File: src/swid_host_pkg.sv
// Constants and types for the single-wire identification memory host
// Notes on behaviour
// Node selection must precede any memory command
// After selection, one of two memory commands
// All bits travel least significant first
// Identifier: family, 48-bit serial, CRC-8
// Check polynomial is x8 + x5 + x4 + 1
// Check starts at zero, family code first
// Shifting received CRC in leaves zero
// Seven 128-bit pages, admin bytes, identifier
// Pages are delivered open for writing
// Write-protected pages keep their contents
// AND-only pages store old AND new
// Segment programs within 16 ms; host waits
// Programming starts after commit byte's last slot
// Host waits full reset high interval
// Power-up presence ends within 2/20 ms
// Identifier serves as multidrop address
// Identifier region is never master-writable
// Admin region holds protection and factory bytes
// Page code 0h open, Ah AND-only
// Non-zero copy lock freezes page modes
// Line left idle while programming, then reset
package swid_host_pkg;
  localparam int CLK_PERIOD_NS = 10;
  localparam int T_RST_LOW_NS = 48000;
  localparam int T_RST_HIGH_NS = 48000;
  localparam int T_PRES_SAMPLE_NS = 8000;
  localparam int T_WR0_LOW_NS = 8000;
  localparam int T_WR1_LOW_NS = 250;
  localparam int T_RD_LOW_NS = 250;
  localparam int T_RD_SAMPLE_NS = 2000;
  localparam int T_SLOT_NS = 13000;
  localparam int T_REC_NS = 5000;
  localparam int SEGMENT_PROGRAM_TIME_MS = 16;
  // Least times round up, the latest read sample point rounds down
  localparam int RST_LOW_CYC = (T_RST_LOW_NS + CLK_PERIOD_NS - 1) / CLK_PERIOD_NS;
  localparam int RST_HIGH_CYC = (T_RST_HIGH_NS + CLK_PERIOD_NS - 1) / CLK_PERIOD_NS;
  localparam int PRES_SAMPLE_CYC = (T_PRES_SAMPLE_NS + CLK_PERIOD_NS - 1) / CLK_PERIOD_NS;
  localparam int WR0_LOW_CYC = (T_WR0_LOW_NS + CLK_PERIOD_NS - 1) / CLK_PERIOD_NS;
  localparam int WR1_LOW_CYC = (T_WR1_LOW_NS + CLK_PERIOD_NS - 1) / CLK_PERIOD_NS;
  localparam int RD_LOW_CYC = (T_RD_LOW_NS + CLK_PERIOD_NS - 1) / CLK_PERIOD_NS;
  localparam int RD_SAMPLE_CYC = T_RD_SAMPLE_NS / CLK_PERIOD_NS;
  localparam int SLOT_CYC = (T_SLOT_NS + CLK_PERIOD_NS - 1) / CLK_PERIOD_NS;
  localparam int REC_CYC = (T_REC_NS + CLK_PERIOD_NS - 1) / CLK_PERIOD_NS;
  localparam int PROG_CYC =
    (SEGMENT_PROGRAM_TIME_MS * 1000000 + CLK_PERIOD_NS - 1) / CLK_PERIOD_NS;
  localparam int SLOT_CNT_W = 16;
  localparam logic [7:0] CRC_INIT = 8'h00;
  localparam logic [7:0] CRC_POLY_LSB = 8'h8C;
  localparam logic [3:0] BYTE_BITS = 4'h8;
  localparam logic [3:0] ONE_BIT = 4'h1;
  // Register byte offsets
  localparam logic [7:0] REG_CTRL = 8'h00;
  localparam logic [7:0] REG_TXDATA = 8'h04;
  localparam logic [7:0] REG_RXDATA = 8'h08;
  localparam logic [7:0] REG_STATUS = 8'h0C;
  localparam logic [7:0] REG_CRC = 8'h10;
  // Control fields
  localparam int CTRL_OP_LSB = 0;
  localparam int CTRL_OP_W = 3;
  localparam int CTRL_SEL_BIT = 3;
  localparam int CTRL_MEM_BIT = 4;
  localparam int CTRL_COMMIT_BIT = 5;
  localparam int CTRL_CRCCLR_BIT = 6;
  // Status fields
  localparam int STS_BUSY_BIT = 0;
  localparam int STS_PRES_BIT = 1;
  localparam int STS_SELECTED_BIT = 2;
  localparam int STS_CRCZERO_BIT = 3;
  localparam int STS_ERRSEQ_BIT = 4;
  localparam int STS_ERRBUSY_BIT = 5;
  localparam int STS_PROG_BIT = 6;
  localparam logic [31:0] REG_RESET_VAL = 32'h0000_0000;
  typedef enum logic [2:0] {
    OP_NONE, OP_RESET, OP_WBYTE, OP_RBYTE, OP_WBIT, OP_RBIT
  } op_t;
  typedef enum logic [1:0] {SLOT_RESET, SLOT_WRITE, SLOT_READ} slot_kind_t;
endpackage

File: src/swid_slot_if.sv
// Request and answer signals between controller and slot engine
`timescale 1ns/1ps
interface swid_slot_if;
  import swid_host_pkg::*;
  logic start;
  slot_kind_t kind;
  logic wbit;
  logic done;
  logic rbit;
  modport ctrl(output start, output kind, output wbit, input done, input rbit);
  modport engine(input start, input kind, input wbit, output done, output rbit);
endinterface

File: src/swid_slot_engine.sv
// Timing engine for reset, write and read slots on the open-drain line
`timescale 1ns/1ps
module swid_slot_engine
  import swid_host_pkg::*;
#(
  parameter int RstLowCyc = RST_LOW_CYC,
  parameter int RstHighCyc = RST_HIGH_CYC
) (
  // Clock and reset
  input wire logic core_clk,
  input wire logic rst,
  // Controller side
  swid_slot_if.engine slot,
  // Line
  input wire logic lineIn,
  output logic lineOeN
);
  typedef enum logic {S_IDLE, S_RUN} eng_state_t;
  localparam logic [SLOT_CNT_W-1:0] RstLow = SLOT_CNT_W'(RstLowCyc);
  localparam logic [SLOT_CNT_W-1:0] RstHigh = SLOT_CNT_W'(RstHighCyc);
  localparam logic [SLOT_CNT_W-1:0] PresAt = SLOT_CNT_W'(RstLowCyc + PRES_SAMPLE_CYC);
  localparam logic [SLOT_CNT_W-1:0] SlotEnd = SLOT_CNT_W'(SLOT_CYC + REC_CYC);
  eng_state_t state_q, state_d;
  logic [SLOT_CNT_W-1:0] cnt_q, cnt_d, lowLen, sampleAt, endAt;
  slot_kind_t kind_q, kind_d;
  logic wbit_q, wbit_d, rbit_q, rbit_d, done_q, done_d, oeN_q, oeN_d;

  always_comb begin
    lowLen = SLOT_CNT_W'(RD_LOW_CYC);
    sampleAt = SLOT_CNT_W'(RD_SAMPLE_CYC);
    endAt = SlotEnd;
    unique case (kind_q)
      SLOT_RESET: begin
        lowLen = RstLow;
        sampleAt = PresAt;
        endAt = RstLow + RstHigh;
      end
      SLOT_WRITE: begin
        lowLen = wbit_q ? SLOT_CNT_W'(WR1_LOW_CYC) : SLOT_CNT_W'(WR0_LOW_CYC);
      end
      default: begin
        lowLen = SLOT_CNT_W'(RD_LOW_CYC);
      end
    endcase
  end

  always_comb begin
    state_d = state_q;
    cnt_d = cnt_q;
    kind_d = kind_q;
    wbit_d = wbit_q;
    rbit_d = rbit_q;
    done_d = 1'b0;
    oeN_d = 1'b1;
    unique case (state_q)
      S_IDLE: begin
        if (slot.start) begin
          state_d = S_RUN;
          cnt_d = '0;
          kind_d = slot.kind;
          wbit_d = slot.wbit;
          oeN_d = 1'b0;
        end
      end
      S_RUN: begin
        cnt_d = cnt_q + 1'b1;
        oeN_d = !(cnt_d < lowLen);
        if (cnt_q == sampleAt) begin
          rbit_d = lineIn;
        end
        // Reset slot ends only after the full high interval R14
        if (cnt_q == endAt - 1'b1) begin
          state_d = S_IDLE;
          done_d = 1'b1;
          oeN_d = 1'b1;
        end
      end
    endcase
  end

  always_ff @(posedge core_clk) begin
    if (rst) begin
      state_q <= S_IDLE;
      cnt_q <= '0;
      kind_q <= SLOT_RESET;
      wbit_q <= 1'b1;
      rbit_q <= 1'b1;
      done_q <= 1'b0;
      oeN_q <= 1'b1;
    end else begin
      state_q <= state_d;
      cnt_q <= cnt_d;
      kind_q <= kind_d;
      wbit_q <= wbit_d;
      rbit_q <= rbit_d;
      done_q <= done_d;
      oeN_q <= oeN_d;
    end
  end

  assign lineOeN = oeN_q;
  assign slot.done = done_q;
  assign slot.rbit = rbit_q;
endmodule

File: src/swid_crc8.sv
// Serial check generator for identifier and data bits
`timescale 1ns/1ps
module swid_crc8
  import swid_host_pkg::*;
(
  // Clock and reset
  input wire logic core_clk,
  input wire logic rst,
  // Bit stream
  input wire logic clear,
  input wire logic shiftEn,
  input wire logic inBit,
  output logic [7:0] crc
);
  logic [7:0] crc_q, crc_d;
  logic fb;

  always_comb begin
    fb = crc_q[0] ^ inBit;
    crc_d = crc_q;
    if (clear) begin
      crc_d = CRC_INIT;
    end else if (shiftEn) begin
      crc_d = (crc_q >> 1) ^ (fb ? CRC_POLY_LSB : 8'h00);
    end
  end

  always_ff @(posedge core_clk) begin
    if (rst) begin
      crc_q <= CRC_INIT;
    end else begin
      crc_q <= crc_d;
    end
  end

  assign crc = crc_q;
endmodule

File: src/swid_host_ctrl.sv
// Host controller for the single-wire identification memory
//
// Design decisions made here: the Wishbone interface to the registers and the address map.
`timescale 1ns/1ps
module swid_host_ctrl
  import swid_host_pkg::*;
#(
  parameter int RstLowCyc = RST_LOW_CYC,
  parameter int RstHighCyc = RST_HIGH_CYC,
  parameter int ProgCyc = PROG_CYC
) (
  // Clock and reset
  input wire logic core_clk,
  input wire logic rst,
  // Wishbone slave
  input wire logic cyc_i,
  input wire logic stb_i,
  input wire logic we_i,
  input wire logic [7:0] adr_i,
  input wire logic [31:0] dat_i,
  input wire logic [3:0] sel_i,
  output logic [31:0] dat_o,
  output logic ack_o,
  // Open-drain line
  input wire logic lineIn,
  output logic lineOut,
  output logic lineOeN
);
  localparam int ProgW = $clog2(ProgCyc + 1);
  typedef enum logic [1:0] {ST_IDLE, ST_BIT, ST_PROG} ctl_state_t;

  swid_slot_if slot();

  ctl_state_t state_q, state_d;
  op_t op_q, op_d, ctrlOp;
  logic ack_q, ack_d;
  logic [31:0] rdat_q, rdat_d, statusVec;
  logic [7:0] txData_q, txData_d, txHold_q, txHold_d, shift_q, shift_d;
  logic [7:0] rx_q, rx_d, crcVal;
  logic [3:0] bitsLeft_q, bitsLeft_d;
  logic [ProgW-1:0] progCnt_q, progCnt_d;
  logic sel_q, sel_d, mem_q, mem_d, commit_q, commit_d;
  logic selected_q, selected_d, presence_q, presence_d;
  logic errSeq_q, errSeq_d, errBusy_q, errBusy_d, start_q, start_d;
  logic wbReq, wbWr, go, isRead, isWrite, crcClear, crcShift, crcBit;

  swid_slot_engine #(
    .RstLowCyc(RstLowCyc),
    .RstHighCyc(RstHighCyc)
  ) u_slot (
    .core_clk(core_clk),
    .rst(rst),
    .slot(slot),
    .lineIn(lineIn),
    .lineOeN(lineOeN)
  );

  swid_crc8 u_crc (
    .core_clk(core_clk),
    .rst(rst),
    .clear(crcClear),
    .shiftEn(crcShift),
    .inBit(crcBit),
    .crc(crcVal)
  );

  // Writes land at the edge where the master sees ack
  function automatic logic hit(input logic [7:0] off, input logic wr, input logic [7:0] adr);
    return wr && (adr == off);
  endfunction

  assign wbReq = cyc_i && stb_i;
  assign wbWr = wbReq && we_i && ack_q && sel_i[0];
  assign ctrlOp = op_t'(dat_i[CTRL_OP_LSB +: CTRL_OP_W]);
  assign go = hit(REG_CTRL, wbWr, adr_i) && ctrlOp inside {OP_RESET, OP_WBYTE, OP_RBYTE,
    OP_WBIT, OP_RBIT};
  assign isRead = (op_q == OP_RBYTE) || (op_q == OP_RBIT);
  assign isWrite = (op_q == OP_WBYTE) || (op_q == OP_WBIT);
  assign crcClear = hit(REG_CTRL, wbWr, adr_i) && dat_i[CTRL_CRCCLR_BIT] && state_q == ST_IDLE;

  // Line is open-drain: only ever pulled low
  assign lineOut = 1'b0;
  assign slot.start = start_q;
  assign slot.wbit = shift_q[0];
  assign slot.kind = (op_q == OP_RESET) ? SLOT_RESET : (isRead ? SLOT_READ : SLOT_WRITE);

  always_comb begin
    statusVec = REG_RESET_VAL;
    statusVec[STS_BUSY_BIT] = state_q != ST_IDLE;
    statusVec[STS_PRES_BIT] = presence_q;
    statusVec[STS_SELECTED_BIT] = selected_q;
    statusVec[STS_CRCZERO_BIT] = crcVal == 8'h00;
    statusVec[STS_ERRSEQ_BIT] = errSeq_q;
    statusVec[STS_ERRBUSY_BIT] = errBusy_q;
    statusVec[STS_PROG_BIT] = state_q == ST_PROG;
  end

  always_comb begin
    ack_d = wbReq && !ack_q;
    rdat_d = rdat_q;
    if (wbReq && !ack_q) begin
      unique case (adr_i)
        REG_CTRL: rdat_d = {24'h00_0000, 2'b00, commit_q, mem_q, sel_q, op_q};
        REG_TXDATA: rdat_d = {24'h00_0000, txData_q};
        REG_RXDATA: rdat_d = {24'h00_0000, rx_q};
        REG_STATUS: rdat_d = statusVec;
        REG_CRC: rdat_d = {24'h00_0000, crcVal};
        default: rdat_d = REG_RESET_VAL;
      endcase
    end
  end

  always_comb begin
    state_d = state_q;
    op_d = op_q;
    txData_d = txData_q;
    txHold_d = txHold_q;
    shift_d = shift_q;
    rx_d = rx_q;
    bitsLeft_d = bitsLeft_q;
    progCnt_d = progCnt_q;
    sel_d = sel_q;
    mem_d = mem_q;
    commit_d = commit_q;
    selected_d = selected_q;
    presence_d = presence_q;
    errSeq_d = errSeq_q;
    errBusy_d = errBusy_q;
    start_d = 1'b0;
    crcShift = 1'b0;
    crcBit = 1'b0;
    if (hit(REG_TXDATA, wbWr, adr_i)) begin
      txData_d = dat_i[7:0];
    end
    // Software clears error flags; a new error in the same cycle wins
    if (hit(REG_STATUS, wbWr, adr_i) && dat_i[STS_ERRSEQ_BIT]) begin
      errSeq_d = 1'b0;
    end
    if (hit(REG_STATUS, wbWr, adr_i) && dat_i[STS_ERRBUSY_BIT]) begin
      errBusy_d = 1'b0;
    end
    unique case (state_q)
      ST_IDLE: begin
        if (go) begin
          if (ctrlOp != OP_RESET && dat_i[CTRL_MEM_BIT] && !selected_q) begin
            errSeq_d = 1'b1;
          end else begin
            op_d = ctrlOp;
            sel_d = dat_i[CTRL_SEL_BIT];
            mem_d = dat_i[CTRL_MEM_BIT];
            commit_d = dat_i[CTRL_COMMIT_BIT];
            shift_d = txData_q;
            txHold_d = txData_q;
            bitsLeft_d = (ctrlOp == OP_WBYTE || ctrlOp == OP_RBYTE) ? BYTE_BITS : ONE_BIT;
            start_d = 1'b1;
            state_d = ST_BIT;
            if (ctrlOp == OP_RESET) begin
              selected_d = 1'b0;
            end
          end
        end
      end
      ST_BIT: begin
        if (go) begin
          errBusy_d = 1'b1;
        end
        if (slot.done) begin
          crcShift = op_q != OP_RESET;
          crcBit = isRead ? slot.rbit : shift_q[0];
          shift_d = {crcBit, shift_q[7:1]};
          bitsLeft_d = bitsLeft_q - 1'b1;
          if (op_q == OP_RESET) begin
            presence_d = !slot.rbit;
          end
          if (bitsLeft_q == ONE_BIT) begin
            state_d = ST_IDLE;
            if (op_q == OP_RBYTE) begin
              rx_d = {crcBit, shift_q[7:1]};
            end else if (op_q == OP_RBIT) begin
              rx_d = {7'h00, slot.rbit};
            end
            if (isWrite && sel_q) begin
              selected_d = 1'b1;
            end
            if (isWrite && commit_q) begin
              state_d = ST_PROG;
              progCnt_d = '0;
            end
          end else begin
            start_d = 1'b1;
          end
        end
      end
      ST_PROG: begin
        // Line stays released for the whole segment programming time
        if (go) begin
          errBusy_d = 1'b1;
        end
        progCnt_d = progCnt_q + 1'b1;
        if (progCnt_q == ProgW'(ProgCyc - 1)) begin
          state_d = ST_IDLE;
          selected_d = 1'b0;
        end
      end
      default: begin
        state_d = ST_IDLE;
      end
    endcase
  end

  always_ff @(posedge core_clk) begin
    if (rst) begin
      state_q <= ST_IDLE;
      op_q <= OP_NONE;
      ack_q <= 1'b0;
      rdat_q <= REG_RESET_VAL;
      txData_q <= 8'h00;
      txHold_q <= 8'h00;
      shift_q <= 8'h00;
      rx_q <= 8'h00;
      bitsLeft_q <= 4'h0;
      progCnt_q <= '0;
      sel_q <= 1'b0;
      mem_q <= 1'b0;
      commit_q <= 1'b0;
      selected_q <= 1'b0;
      presence_q <= 1'b0;
      errSeq_q <= 1'b0;
      errBusy_q <= 1'b0;
      start_q <= 1'b0;
    end else begin
      state_q <= state_d;
      op_q <= op_d;
      ack_q <= ack_d;
      rdat_q <= rdat_d;
      txData_q <= txData_d;
      txHold_q <= txHold_d;
      shift_q <= shift_d;
      rx_q <= rx_d;
      bitsLeft_q <= bitsLeft_d;
      progCnt_q <= progCnt_d;
      sel_q <= sel_d;
      mem_q <= mem_d;
      commit_q <= commit_d;
      selected_q <= selected_d;
      presence_q <= presence_d;
      errSeq_q <= errSeq_d;
      errBusy_q <= errBusy_d;
      start_q <= start_d;
    end
  end

  assign dat_o = rdat_q;
  assign ack_o = ack_q;
endmodule

File: config.mk
export PLATFORM = sky130hd
export DESIGN_NAME = swid_host_ctrl
export DESIGN_NICKNAME = d
export VERILOG_FILES = /design/src/swid_host_pkg.sv /design/src/swid_slot_if.sv /design/src/swid_slot_engine.sv /design/src/swid_crc8.sv /design/src/swid_host_ctrl.sv
export SDC_FILE = /design/constraint.sdc
export NUM_CORES = 1
export LEC_CHECK = 0
export BUFFER_PORTS_ARGS = -buffer_cell sky130_fd_sc_hd__buf_2
export CAP_MARGIN = 20
export CORE_UTILIZATION = 58
export CTS_CLUSTER_DIAMETER = 30
export DETAILED_ROUTE_END_ITERATION = 7
export MAX_ROUTING_LAYER = met4
export PLACE_DENSITY = 0.8
export SLEW_MARGIN = 20
export SYNTH_ARGS = -nofsm -noshare
export SYNTH_HDL_FRONTEND = slang
export SYNTH_SLANG_ARGS = --single-unit
File: constraint.sdc
create_clock -name core_clk -period 2.8 [get_ports core_clk]
set_input_delay 0.56 -clock core_clk [delete_from_list [all_inputs] [get_ports core_clk]]
set_output_delay 0.56 -clock core_clk [all_outputs]
set_load 0.05 [all_outputs]
---- Word level (Yosys, flattened, before mapping) ----
Cells that the tools add are included.
word-level totals
  bits in registers ....................... 126
  latch bits .............................. 0
  RAM bits ................................ 0
  bits in read-only memories .............. 0
  input port bits ......................... 50
  word-level logic and storage cells ...... 176
  memories ................................ 0
operators by class
  $add $sub $neg .......................... 4
  $mul .................................... 0
  divide/modulo/power cells ............... 0
  order comparisons ....................... 1
  eq/ne operators ......................... 32
  shifts and indexed selects .............. 0
  multiplexer cells ....................... 64
  bitwise gates (word level) .............. 4
  reduce and logical (&&, ||, !) cells .... 46
operators with widths
  operator                 count
  $pmux W16 S2             2
  $mux W21                 3
  $mux W8                  6
  $pmux W21 S2             1
  $pmux W8 S5              1
  $mux W1                  28
  $add A21 B1 Y21 const B  1
  $eq A21 B21 Y1 const B   1
  $logic_and A1 B1 Y1      17
  $add A16 B1 Y16 const B  1
  $eq A16 B13 Y1           1
  $eq A16 B16 Y1           1
  $eq A8 B4 Y1 const B     2
  $logic_not A8 Y1         2
  $lt A16 B16 Y1           1
  $mux W16                 1
  $mux W2                  8
  $mux W4                  4
  $pmux W8 S2              1
  $sub A14 B1 Y15 const B  1
  $mux W14                 1
  $mux W13                 1
  $eq A3 B2 Y1 const B     4
  $eq A3 B3 Y1 const B     4
  30 further kinds         58

---- Depth between registers and ports, before layout ----
Gate-level depths: netlist of the first run.
  depth in word-level cells ............... 10
  mapped depth ............................ 10
  depth with buffers taken out ............ 10

---- Hierarchy ----
From an unflattened synthesis of the first run, not the netlist that was laid out.
second synthesis, totals
  cell total of the unflattened synthesis .. 686
  area, all modules ....................... 5751.8 µm²
modules (own cells, without submodules)
  module            instances  cells each  area an instance (µm²)
  swid_host_ctrl    1          448         3833.7
  swid_slot_engine  1          204         1574.0
  swid_crc8         1          34          344.1

---- Least setup slack after synthesis of the first run ----
OpenSTA, ideal clock, no wires.
  kind .................................... in2reg
  start point ............................. input port adr_i[1]
  end point ............................... register op_q[0]
  arrival time ............................ 2164 ps
  setup slack ............................. 508 ps
  cell stages on the path ................. 7
  cell sequence ........................... or4_4 > buf_6 > nor4_4 > and3_1 > buf_4 > mux2i_1 > nor2_1
on the way
  longest elaborated chain between the ends .. 4
ends and longest elaborated chain
  element                      RTL line               text
  start, declared              swid_host_ctrl.sv:19   input wire logic [7:0] adr_i,
  $logic_not A8 Y1             swid_host_ctrl.sv:69   return wr && (adr == off);
  $logic_and A1 B1 Y1          swid_host_ctrl.sv:69
  $logic_and A1 B1 Y1          swid_host_ctrl.sv:75   assign go = hit(REG_CTRL, wbWr, adr_i) && ctrlOp inside {OP_RESET, OP_WBYTE, OP_RBYTE,
  $reduce_and A3 Y1 (no line)  --
  end signal, assigned         swid_host_ctrl.sv:233  op_q <= op_d;
  end, declared                swid_host_ctrl.sv:35   op_t op_q, op_d, ctrlOp;
No other way between the ends.
A chain may end at the register's enable or synchronous reset.

---- Worst setup path after layout of the first run ----
  start point ............................. register u_slot.cnt_q[0]
  end point ............................... register u_slot.oeN_q, in the netlist u_slot.lineOeN
on the way
  longest elaborated chain between the ends .. 5
ends and longest elaborated chain
  element                 RTL line                text
  start, declared         swid_slot_engine.sv:24  logic [SLOT_CNT_W-1:0] cnt_q, cnt_d, lowLen, sampleAt, endAt;
  start signal, assigned  swid_slot_engine.sv:92  cnt_q <= cnt_d;
  $add A16 B1 Y16         swid_slot_engine.sv:66  cnt_d = cnt_q + 1'b1;
  $lt A16 B16 Y1          swid_slot_engine.sv:67  oeN_d = !(cnt_d < lowLen);
  $logic_not A1 Y1        swid_slot_engine.sv:67
  $mux W1 *               swid_slot_engine.sv:72  if (cnt_q == endAt - 1'b1) begin
  $pmux W1 S2 *           swid_slot_engine.sv:55  unique case (state_q)
  end signal, assigned    swid_slot_engine.sv:97  oeN_q <= oeN_d;
  end, declared           swid_slot_engine.sv:26  logic wbit_q, wbit_d, rbit_q, rbit_d, done_q, done_d, oeN_q, oeN_d;
Every way passes the cells marked *; elsewhere a longest branch is shown, timed or not.

==> results.txt, run 1 <==
The switching share of total power was 28.3%; the area added between synthesis and finish was 6.50%. Number of max-slew violations in the final report: 0. The most common cell type on the critical path is ha_1. The tools report the net total in the final layout as 786. The fill cell total of the finished layout is 883.

The critical path is of the flip-flop to flip-flop type. The mean area per synthesized cell came out at 8.22 um2. The tools report the via count of the first global-routing pass as 4648. The wire length reported by the detailed router is 13800 um.

The worst hold path belongs to the class input port to flip-flop. The tools report the kind of start point of the critical path as a flip-flop. Internal power component: 1830 uW. The remaining antenna violation count after routing came out at 0. The die area is 10400 um2, and the fraction of post-synthesis cell area in the top cell type by area is 35.4%. Entering global routing, the biggest net connects 30 pins. The fraction of layout instances using a drive strength above 1 was 11.3%; the maximum level of the CTS H-tree was 3. Of all nets on the critical path, the largest fanout is 6. The average wire per standard cell was 16.1 um.

The tools report the sum of negative setup slack as 0 ns. Category of the worst setup path capture point: a flip-flop. Sequential standard cell area: 2040 um2.

The run gives 35.4% as the sequential-to-total area share from yosys stat. The share of total power dissipated in sequential elements is 57.0%. In this run, the combinational gates consume 7.7% of the power. The initial core utilization was 59.3%; the number of design rule violations left after detail routing was 1. For the worst flop-to-flop path, the logic depth is 10.

The clock-pin slew of the registers on the worst-case setup and hold paths is 0.11 ns, and the quantity of gates resized following cts is 0. The tools report the maximum vdd drop as 0.331 mV. TritonCTS built the clock tree. Across the routed clock network, the largest skew measured is 0.0116 ns. The worst setup margin is 0.210 ns, and the number of warning messages in the yosys log is 0.

The detailed placer's ending HPWL came out at 10100 um. Transition time of the tightest slew-check pin: 0.772 ns. The maximum frequency from static timing analysis is 0.386 GHz.

Traced cell by cell, the critical path runs through ha_1 -> and2_1 -> nand3_1 -> xnor2_1 -> ha_1 -> a21oi_1 -> nand2_1 -> nor4bb_1 -> a2bb2oi_1 -> a31oi_1. The path with the worst hold slack has its endpoint at u_slot.slot.rbit$_SDFFE_PP1P_. Setup repair after global routing left no endpoint under its margin. Setup violations remaining at the end of the flow were counted as 0. The first global-routing pass estimated 22200 um of wire. For this run, the slowest stage of the critical path takes 0.45 ns. The first TritonRoute pass finished after 7 iterations.

Number of synthesized flops with an enable pin: 0. The quantity of I/O buffers inserted on ports is 32. Timing analysis after detailed placement gives a worst setup slack of 0.153 ns.

After global routing the overflow that remains totals 0. The overall die height works out to 102 um. The core region is 9730 um2.

Power per unit of standard cell area: 416 nW/um2. The worst register-to-register path has a setup slack of 0.21 ns. In this run, the number of DRC markers left after iteration 0 of detailed routing was 379. The analysis attributes to cell leakage a power of 0.00225 uW.

The clock tree buffer depth is 2. Counting flops and latches in the post-synthesis netlist gives 102. The post-synthesis instance area came out at 5770 um2. Broken down by cell family, the worst path's largest delay share belongs to simple AND/OR/NAND/NOR gates.

Among all stages on the critical path, the largest delay is contributed by dfxtp_1. The checks that failed: DRC. Row generation in the floorplan step produced 36 rows.

Across all layers, the routed design uses 5220 vias. The overall global routing resource usage was 28.1%. The cell sitting at the root of the clock tree is a clkbuf_8.

At the end of routability-driven placement, the weighted congestion stood at 0.935. In this run, post-CTS hold repair placed 0 buffers. Post-CTS timing repair inserted 0 buffers for setup.

The worst hold path passes through 3 cells. The most used flip-flop cell after synthesis is dfxtp_1. After layout, the worst path uses 92.5% of the clock period.

The via count normalized by instance count was 6.09. Clock tree synthesis found a total of 102 sinks. Share of synthesized flip-flops with an asynchronous set or reset: 0%.

Counting I/O delays and the setup requirement, the final critical path takes 2.59 ns. The tools report the number of max-cap violations as 0. The number of clock buffers added by TritonCTS is 9. The worst register-to-register path begins at u_slot.cnt_q[0]$_SDFFE_PP0P_. Later-pin clock latency in the skew report: 0.38 ns. The flow ran to the end, but the final reports show violations. The tools report the arrival time of the worst setup path as 2.86 ns. The critical path buffer and inverter count came out at 0. The tools report the clock network fraction of design power as 35.3%. The tools report the final-report hold violation count as 0. For the distinct cell type count of the synthesized netlist, the log shows 62.

85 I/O pins were placed. The tools report the net switching power as 726 uW. The initial antenna violation count was 0; the combined area of the multi-input logic cells was 3350 um2.

The tightest slew margin relative to the limit is 48.0%. The x dimension of the die came out at 102 um. Synthesis handed over a netlist of 702 instances. The repair_antennas step left the layout with diodes totalling 0. For the worst setup path, the data required time is 3.07 ns.

Of all cell types, the one taking the most synthesized area is dfxtp_1. In this run the most critical hold path is launched from lineIn. Yosys attributes the largest share of cell area to dfxtp_1 (35%), a21oi_1 (5.4%), nor2_1 (5.0%).

The tools report the endpoint of the lowest-slack register-to-register path as u_slot.lineOeN$_SDFF_PP1_.
cell type report:
class | count | area share (%)
clock buffer | 9 | 2.02
clock inverter | 7 | 1.02
inverter | 24 | 1.47
multi-input combinational | 531 | 54.4
sequential | 102 | 33.2
tap | 133 | 2.71
timing repair buffer | 51 | 5.13
Yosys cell counts, types with 8 or more instances:
cell type  instances
inv_1             24
a21oi_1           62
xor2_1            13
dfxtp_1          102
mux2i_1           26
nand4_1           19
or3_1              9
clkbuf_1          33
ha_1              17
nor3_1            11
o21ai_0           32
nand3_1           35
xnor2_1           11
nor2_1            77
a311oi_1           9
a22oi_1            8
a211oi_1          14
buf_4             27
nand2_1           46
how the worst max path moves through the flow:
stage,start,end,slack [ns],depth (start not counted)
after global routing,u_slot.cnt_q[0]$_SDFFE_PP0P_,u_slot.lineOeN$_SDFF_PP1_,0.08,10
after detailed placement,adr_i[1],bitsLeft_q[0]$_SDFFE_PP0P_,0.15,7
final,u_slot.cnt_q[0]$_SDFFE_PP0P_,u_slot.lineOeN$_SDFF_PP1_,0.21,10
after floorplan,adr_i[1],op_q[0]$_SDFFE_PP0P_,0.51,7
after CTS,u_slot.cnt_q[0]$_SDFFE_PP0P_,u_slot.lineOeN$_SDFF_PP1_,0.27,10
after global placement,adr_i[1],bitsLeft_q[0]$_SDFFE_PP0P_,0.24,7
cell families (layout without fill, tap and decap cells):
group,Yosys count,in the layout,synth area share (%)
AOI/OAI and AO/OA,163,163,18.1
xor gates and xnor gates,26,26,4.42
adders and majority gates,17,17,3.69
other,1,25,0.0650
buffers and inverters,93,91,8.19
and+or+nand+nor,274,274,25.6
muxes,26,26,4.51
DFF,102,102,35.4
state kept, by name, indices dropped and copies added (netlist names), 2 cells and up:
register	flops
progCnt_q	21
u_slot.cnt_q	16
dat_o	8
rx_q	8
shift_q	8
txData_q	8
u_crc.crc	8
bitsLeft_q	4
op_q	3
state_q	2
u_slot.kind_q	2
layer usage:
metal	share of wire (%)	GRT usage, %	vias to the layer above
li1	-	-	2529
met2	46	44.3	190
met1	46	36.9	2487
met3	6.4	5.31	14
met4	1.0	6.69	0
met5	0	-	-
through the flow:
stage          power (uW)  std cells  utilization, %  instance area, um2  hold WS (ns)
2_1_floorplan        1670        726               -                5860         0.427
4_1_cts              2580        857            63.2                6150         0.406
3_5_place_dp         1690        841            61.3                5960         0.441
5_1_grt              2650        857            63.2                6150         0.436
6_report             2560        857            63.2                6150         0.409
3_3_place_gp         1690        841            61.3                5960         0.439
cell usage in the layout (no fill, tap or decap), drive strengths merged, types with 3 or more instances in the layout:
| cell type | n |
|---|---|
| a211oi | 14 |
| a21o | 5 |
| a21oi | 63 |
| a221oi | 7 |
| a22oi | 8 |
| a311oi | 9 |
| a31oi | 6 |
| and2 | 7 |
| and3 | 7 |
| and4 | 6 |
| buf | 51 |
| clkbuf | 9 |
| conb | 25 |
| dfxtp | 102 |
| ha | 17 |
| inv | 28 |
| mux2i | 26 |
| nand2 | 46 |
| nand2b | 6 |
| nand3 | 35 |
| nand3b | 7 |
| nand4 | 19 |
| nor2 | 77 |
| nor2b | 3 |
| nor3 | 11 |
| nor3b | 5 |
| nor4 | 12 |
| nor4b | 5 |
| o21ai | 33 |
| o31ai | 4 |
| or2 | 4 |
| or3 | 9 |
| or4 | 6 |
| xnor2 | 11 |
| xor2 | 13 |
power groups by stage:
| stage | registers, uW | clock network, uW | logic, uW |
|---|---|---|---|
| 4_1_cts | 1460 | 927 | 196 |
| 5_1_grt | 1460 | 983 | 211 |
| 3_3_place_gp | 1490 | 0 | 194 |
| 3_5_place_dp | 1490 | 0 | 196 |
| 6_report | 1460 | 903 | 198 |
| 2_1_floorplan | 1510 | 0 | 158 |
worst reg2reg max path, cell delays in order, from the launching register on:
cell and delay (ns):
dfxtp_1 0.45, ha_1 0.28, and2_1 0.28, nand3_1 0.12, xnor2_1 0.17, ha_1 0.21, a21oi_1 0.23, nand2_1 0.09
nor4bb_1 0.30, a2bb2oi_1 0.23, a31oi_1 0.11
No activity file was read; power rests on OpenSTA's default activity.
==> run 2, diff against run 1 <==
Settings changed: SYNTH_HIERARCHICAL from default to 1.
==> results.txt, run 2 <==
The run finished with clean final reports. The area of all placed cells without fillers is 6210 um2 (+1.1%), and the tightest slew margin relative to the limit is 31.2% (-17 points). For the number of cells produced by synthesis, the log shows 686 (-2.3%).

The tools report the distinct cell type count of the synthesized netlist as 69 (+11%). The logs give 85 (unchanged) for the I/O pin count and 0.408 mV (+23%) for the maximum vdd drop. The quantity of gates resized following cts was 0 (unchanged).

The via total after detailed routing came out at 5151 (-1.3%). In this run the top signal layer used is met4. The maximum frequency from static timing analysis was 0.386 GHz (about the same). The filler-free cell count of the finished design is 844 (-1.5%). The endpoint of the lowest-slack register-to-register path is u_slot/lineOeN$_SDFF_PP1_.

Most common cell type on the critical path: a21oi_1. The commonest non-fill, non-tap cell in the layout was dfxtp_1. For the detailed placer's ending HPWL, the log shows 9870 um (-2.3%). The commonest cells after synthesis are dfxtp_1 (102), nor2_1 (91), a21oi_1 (57).

The number of core rows was 35 (-2.8%); the adder-cell share of the synthesized area was 3.70% (+0.013 points). The logs give 28.6% (+0.54 points) for the overall global routing resource usage and 0 (unchanged) for the initial antenna violation count. The arrival time of the worst setup path was 2.85 ns (about the same); the total global routing overflow was 0 (unchanged). The slowest stage of the critical path belongs to the cell dfxtp_1. The min-delay analysis places its worst path in the category input port to flip-flop. The flip-flop and latch count after synthesis was 102 (unchanged); the maximum level of the CTS H-tree was 3 (unchanged). The run gives 10300 um2 (-0.33%) as the die area. The share of the synthesized area in compound gates (AO/OA/AOI/OAI) was 18.9% (+0.78 points). The tools report the number of max-cap violations as 0 (unchanged).

The post-CTS setup buffer count was 0 (unchanged). The category of the worst setup path capture point was a flip-flop. By area the synthesized netlist is led by dfxtp_1 (36%), nor2_1 (5.9%), mux2i_1 (5.0%). The final-report hold violation count was 0 (unchanged).

For the static leakage power, the log shows 0.00227 uW (+0.75%). The fraction of post-synthesis cell area in the top cell type by area came out at 35.5% (+0.12 points). The count of clock tree sinks is 102 (unchanged).

Setup clock skew after layout: 0.00806 ns (-0.00356 ns). The hold buffer count at CTS was 0 (unchanged). Reg-to-reg startpoint: u_slot/cnt_q[3]$_SDFFE_PP0P_. Via count normalized by instance count: 6.10 (+0.20%).

The signal on the critical path passes through nand4_4 -> or2_2 -> xnor2_1 -> ha_1 -> a21oi_1 -> nor2b_1 -> o21ai_0 -> a21oi_1 -> o31ai_1 -> a32oi_1. The cell area reported after detailed placement was 6000 um2 (+0.65%); the number of warning messages in the yosys log was 6 (+6). Fraction of synthesized area in multiplexers: 5.44% (+0.93 points). X dimension of the die: 102 um (-0.17%).

In the final layout, the registers with the most flip-flops are progCnt_q: 21 flops, u_slot/cnt_q: 16 flops. The share of synthesized flip-flops with an asynchronous set or reset is 0% (unchanged). The area growth from synthesis to layout is 8.05%. The quantity of I/O buffers inserted on ports is 32 (unchanged), and the mean area per synthesized cell is 8.38 um2 (+2.0%). The wire length reported by the detailed router came out at 13700 um (-0.90%). Most used flip-flop cell after synthesis: dfxtp_1. The tools report the sum of negative setup slack as 0 ns (unchanged).

The number of cells after detailed placement is 828 (-1.5%). The TritonCTS buffer count came out at 9 (unchanged). The category of the critical setup timing path was flip-flop to flip-flop. The number of design rule violations left after detail routing came out at 0 (-1).

Clock root buffer: clkbuf_8. The clock tree buffer depth is 2 (unchanged), and the power per unit of standard cell area is 425 nW/um2 (+2.0%). The tools report the routed length on met2 as 6220 um (-2.4%). The register with the most flip-flops in the final layout is progCnt_q. The xor-xnor portion of the synthesized cell area is 4.26% (-0.16 points), and the transition time of the tightest slew-check pin is 1.03 ns (+0.253 ns).

The number of synthesized flops with an enable pin was 0 (unchanged); the overall die height was 102 um (-0.17%). Setup repair after global routing left no endpoint under its margin. Net total in the final layout: 777 (-1.1%). Main combinational cell family by area after synthesis: simple AND/OR/NAND/NOR gates. In this run the most critical hold path is launched from dat_i[7]. The remaining antenna violation count after routing was 0 (unchanged). For hold timing, the worst endpoint is txData_q[7]$_SDFFE_PP0P_. The initial core utilization came out at 61.1% (+1.8 points). Post-layout utilization of the core: 66.0% (+2.8 points). The later-pin clock latency in the skew report was 0.38 ns (about the same). Final estimated routing congestion in global placement: 0.930 (-0.53%). The maximum cell stage delay along the critical path was 0.54 ns (+0.09 ns).

Largest area contributor in the synthesized netlist: dfxtp_1. The flip-flop count of the largest register after layout works out to 21 (unchanged). The depth of the worst hold-timing path works out to 3 (unchanged). The number of optimization iterations in the first detailed-route pass was 7 (unchanged). The fraction of layout instances using a drive strength above 1 was 12.4% (+1.1 points).

The worst setup path is launched from a flip-flop. DRC violation total after the first TritonRoute iteration: 299 (-21%). The most used standard cell by instance count after synthesis was dfxtp_1.

The tools report the via count of the first global-routing pass as 4670 (+0.47%). The post-synthesis instance area is 5750 um2 (-0.35%). Simple logic cell fraction of the synthesized area: 24.3% (-1.4 points). The clock-pin slew of the registers on the worst-case setup and hold paths is 0.10 ns (about the same). The pin count of the biggest net entering global routing came out at 48 (+60%). The tools report the setup-violating endpoint count in the final report as 0 (unchanged). The critical path data required time is 3.06 ns (about the same). Leaving out fill and tap cells, the most frequent cells in the layout are dfxtp_1 (102), nor2_1 (91), a21oi_1 (57).

TritonCTS built the clock tree. The largest fanout of any net on the critical path works out to 8 (+2). The run gives 0 (unchanged) as the count of antenna diodes in the layout. The depth of the worst register-to-register path is 10 (unchanged), and the final clock period utilization by the worst path is 92.6% (about the same). The met1 layer wirelength in the final routing was 6090 um (-4.9%); the average wire per standard cell was 16.2 um (+0.63%). Slack of the worst reg-to-reg path: 0.21 ns (about the same). For the met3 routed wirelength, the log shows 1160 um (+31%). The run gives 35.5% (+0.12 points) as the sequential-to-total area share from yosys stat. For the number of max-slew violations in the final report, the log shows 0 (unchanged). The core outline area is 9420 um2 (-3.2%), and the shortest clock period the worst path allows after layout is 2.59 ns (+0.00249 ns). The run gives 22500 um (+1.5%) as the global-route wire length before repair.
[run 2: cell types whose count changed after synthesis, moves of 6 or more]
cell | before | now
nand4_1 | 19 | 11
nor3_1 | 11 | 21
o21ai_0 | 32 | 26
nand2_1 | 46 | 27
clkbuf_1 | 33 | 27
nor2_1 | 77 | 91
nand3_1 | 35 | 24
a211oi_1 | 14 | 8
[run 2: area by class of cell]
class                      count  area [um2]
tap                          129         161
fill                         800        3200
timing repair buffer          56         378
multi-input combinational    522        3350
sequential                   102        2040
inverter                      19        71.3
clock inverter                 6        77.6
clock buffer                  10         138
[run 2: kinds of logic after synthesis]
kind of cell	Yosys count
buf+inv	86
flops	102
mux	31
simple gates	261
other cells	1
xor+xnor	28
compound gates	160
fa+ha+maj	17
[run 2: critical path: cells and delay by family, from the launching register on]
kind                       cells  cell delay, ns
adders and majority gates      1            0.29
AOI/OAI and AO/OA              5            0.81
and+or+nand+nor                3            0.59
xor gates and xnor gates       1            0.23
DFF                            1            0.54
[run 2: layer usage]
| layer | vias up | global-route usage (%) |
|---|---|---|
| li1 | 2508 | - |
| met1 | 2441 | 37.3 |
| met2 | 182 | 43.8 |
| met3 | 20 | 6.90 |
| met4 | 0 | 8.47 |
| met5 | - | - |
[run 2: how the worst max path moves through the flow]
stage                                end  slack, ns                         start  cells past startpoint
2_1_floorplan    shift_q[7]$_SDFFE_PP0P_       0.07                      adr_i[7]                      7
3_3_place_gp        op_q[2]$_SDFFE_PP0P_       0.07                      adr_i[7]                      6
3_5_place_dp          sel_q$_SDFFE_PP0P_      0.007                      adr_i[7]                      6
4_1_cts        u_slot/lineOeN$_SDFF_PP1_       0.24  u_slot/cnt_q[3]$_SDFFE_PP0P_                     10
5_1_grt        u_slot/lineOeN$_SDFF_PP1_       0.05  u_slot/cnt_q[3]$_SDFFE_PP0P_                     10
6_report       u_slot/lineOeN$_SDFF_PP1_       0.21  u_slot/cnt_q[3]$_SDFFE_PP0P_                     10
[run 2: where the power goes]
group	internal, uW	total [uW]	switching [uW]
logic	33.4	189	156
clock network	451	993	542
registers	1460	1460	3.33
total	1940	2640	701
[run 2: per-stage QoR]
stage          hold WS [ns]  setup slack (ns)  total power [uW]
2_1_floorplan         0.436            0.0678              1670
3_3_place_gp          0.443            0.0695              1680
3_5_place_dp          0.457           0.00716              1680
4_1_cts               0.398             0.235              2670
5_1_grt               0.401            0.0506              2730
6_report              0.404             0.207              2640
==> run 3, diff against run 2 <==
Settings changed: CORE_UTILIZATION 58 to 45, PLACE_DENSITY 0.8 to 0.64.
==> results.txt, run 3 (same netlist as run 2, synthesis figures left out) <==
For the critical path data required time, the log shows 3.02 ns (-0.04 ns). The tools report the combinational group share of total power as 6.4% (-0.8 points). The worst setup path is captured at a flip-flop. The critical path buffer and inverter count was 0 (unchanged). The cell sitting at the root of the clock tree is a clkbuf_16. Setup repair after global routing left no endpoint under its margin. The maximum cell stage delay along the critical path is 0.53 ns (about the same), and the maximum level of the CTS H-tree is 3 (unchanged). For the total global routing overflow, the log shows 0 (unchanged). The setup clock skew after layout is 0.00956 ns (+0.00149 ns), and the area added between synthesis and finish is 9.77%. The clock-pin slew of the registers on the worst-case setup and hold paths is 0.07 ns (-0.03 ns).

The tools report the clock network fraction of design power as 44.1% (+6.5 points). The library cell contributing the largest single delay on the critical path was dfxtp_1. The TritonCTS buffer count is 9 (unchanged), and the static leakage power is 0.00229 uW (+0.87%). The global-route wire length before repair was 23100 um (+2.3%). The transition time of the tightest slew-check pin was 0.997 ns (-0.0287 ns).

The shortest clock period the worst path allows after layout came out at 2.52 ns (-0.0765 ns). The sum of negative setup slack was 0 ns (unchanged). Traced cell by cell, the critical path runs through nand4_4 -> or2_2 -> xnor2_1 -> ha_1 -> a21oi_1 -> nor2b_1 -> o21ai_0 -> a21oi_1 -> o31ai_1 -> a32oi_1. The wire length reported by the detailed router came out at 14200 um (+3.9%). The overall global routing resource usage is 22.8% (-5.8 points), and the initial core utilization is 47.1% (-14 points). The x dimension of the die is 115 um (+13%), and the setup-violating endpoint count in the final report is 0 (unchanged). The number of cells after detailed placement is 865 (+4.5%), and the maximum vdd drop is 0.314 mV (-23%). The tools report the internal power component as 2190 uW (+13%). Kind of start point of the critical path: a flip-flop. The tools report the number of max-cap violations as 0 (unchanged). The later-pin clock latency in the skew report was 0.36 ns (-0.02 ns); the largest fanout of any net on the critical path was 8 (unchanged). The via total after detailed routing came out at 5072 (-1.5%). The category of the critical setup timing path is flip-flop to flip-flop. The arrival time of the worst setup path is 2.73 ns (-0.12 ns). The overall die height is 115 um (+13%), and the post-CTS setup buffer count is 0 (unchanged). The top cell types in the final layout, fill and taps aside, are dfxtp_1 (102), nor2_1 (91), a21oi_1 (57). The maximum frequency from static timing analysis was 0.397 GHz (+3.0%); the clock tree buffer depth was 2 (unchanged). In this run the worst hold path is classified as input port to flip-flop. The count of antenna diodes in the layout was 0 (unchanged); the final estimated routing congestion in global placement was 0.909 (-2.2%). The tools report the core outline area as 12200 um2 (+30%). The largest registers in the layout are progCnt_q: 21 flops, u_slot/cnt_q: 16 flops. The filler-free cell count of the finished design is 881 (+4.4%).

The net switching power is 754 uW (+7.6%). The fill cell total of the finished layout was 1175 (+47%); the switching share of total power was 25.6% (-0.96 points). The net total in the final layout was 775 (-0.26%). The count of clock tree sinks was 102 (unchanged); the flip-flop count of the largest register after layout was 21 (unchanged). The die area is 13200 um2 (+28%), and the quantity of I/O buffers inserted on ports is 32 (unchanged). The cell area reported after detailed placement is 6010 um2 (+0.15%). The number of max-slew violations in the final report came out at 0 (unchanged). The final-report hold violation count was 0 (unchanged); the average wire per standard cell was 16.1 um (-0.49%). The pin count of the biggest net entering global routing is 31 (-35%), and the fraction of power consumed by sequential logic is 49.5% (-5.7 points).

The number of optimization iterations in the first detailed-route pass was 5 (-2); the fraction of layout instances using a drive strength above 1 was 12.3% (-0.11 points). More flip-flops sit in one register than any other, and that register is progCnt_q. The commonest non-fill, non-tap cell in the layout is dfxtp_1. Via count normalized by instance count: 5.76 (-5.7%).

The logs give 10200 um (+3.8%) for the detailed placer's ending HPWL and 4608 (-1.3%) for the via count of the first global-routing pass. For the area of all placed cells without fillers, the log shows 6310 um2 (+1.6%). On the critical path the largest part of the delay comes from compound AO/OA/AOI/OAI gates.

The power per unit of standard cell area was 467 nW/um2 (+9.9%); the tightest slew margin relative to the limit was 33.1% (+1.9 points). Most common cell type on the critical path: a21oi_1. The logs give 85 (unchanged) for the I/O pin count and 0 (unchanged) for the initial antenna violation count. Remaining antenna violation count after routing: 0 (unchanged).

TritonCTS built the clock tree. The final clock period utilization by the worst path is 89.9% (-2.7 points), and the number of core rows is 40 (+14%). Number of design rule violations left after detail routing: 0 (unchanged).

The total power is 2950 uW (+12%). The flow ran to the end, and the final reports show no timing, DRC or antenna violations. DRC violation total after the first TritonRoute iteration: 444 (+48%).
==> run 3: changes by cell type in the layout (fill, tap and decap cells not counted), sizes merged <==
cell	delta
inv	+2
clkbuf	-1
buf	-2
clkinv	-1
==> run 3: per-layer routing <==
metal,track usage (%),routed length (um)
met1,29.8,6660
met2,36.3,6750
met3,4.74,666
met4,4.94,131
met5,-,0
==> run 3: worst min-delay path: cells and delay by family <==
family	cells	cell delay [ns]
muxes	1	0.05
buffers and inverters	1	0.07
and+or+nand+nor	1	0.05
==> run 3: area by class of cell <==
type	instances	area (um2)	share of cell area [%]
multi-input combinational	522	3350	53.0
sequential	102	2040	32.3
timing repair buffer	54	338	5.35
clock buffer	9	225	3.57
tap	168	210	3.33
clock inverter	7	78.8	1.25
inverter	19	71.3	1.13
==> run 3: power by group through the flow <==
stage          sequential [uW]  clock [uW]  combinational [uW]
2_1_floorplan             1510           0                 154
3_3_place_gp              1490           0                 187
3_5_place_dp              1490           0                 189
4_1_cts                   1460        1330                 189
5_1_grt                   1460        1380                 203
6_report                  1460        1300                 190
==> run 3: path summary, 6_finish.rpt <==
check,slack (ns),depth (start not counted),start,end
worst min register to register,0.46,2,dat_o[6]$_SDFFE_PP0P_,dat_o[6]$_SDFFE_PP0P_
worst min-delay path,0.42,3,lineIn,u_slot/slot.rbit$_SDFFE_PP1P_
worst max-delay path,0.28,10,u_slot/cnt_q[3]$_SDFFE_PP0P_,u_slot/lineOeN$_SDFF_PP1_
worst max register to register,0.28,10,u_slot/cnt_q[3]$_SDFFE_PP0P_,u_slot/lineOeN$_SDFF_PP1_
==> run 3: repair_timing <==
item	4_1_cts	5_1_grt
hold buffers	0	0
gates resized for setup	0	1
setup endpoints to repair	0	1
hold endpoints to repair	0	0
==> run 3: through the flow <==
step	utilization, %	setup WS (ns)	hold slack [ns]
after floorplan	-	0.0678	0.436
after global placement	49.2	0.0699	0.442
after detailed placement	49.2	0.0348	0.457
after CTS	51.7	0.196	0.409
after global routing	51.7	0.0884	0.447
final	51.7	0.284	0.415
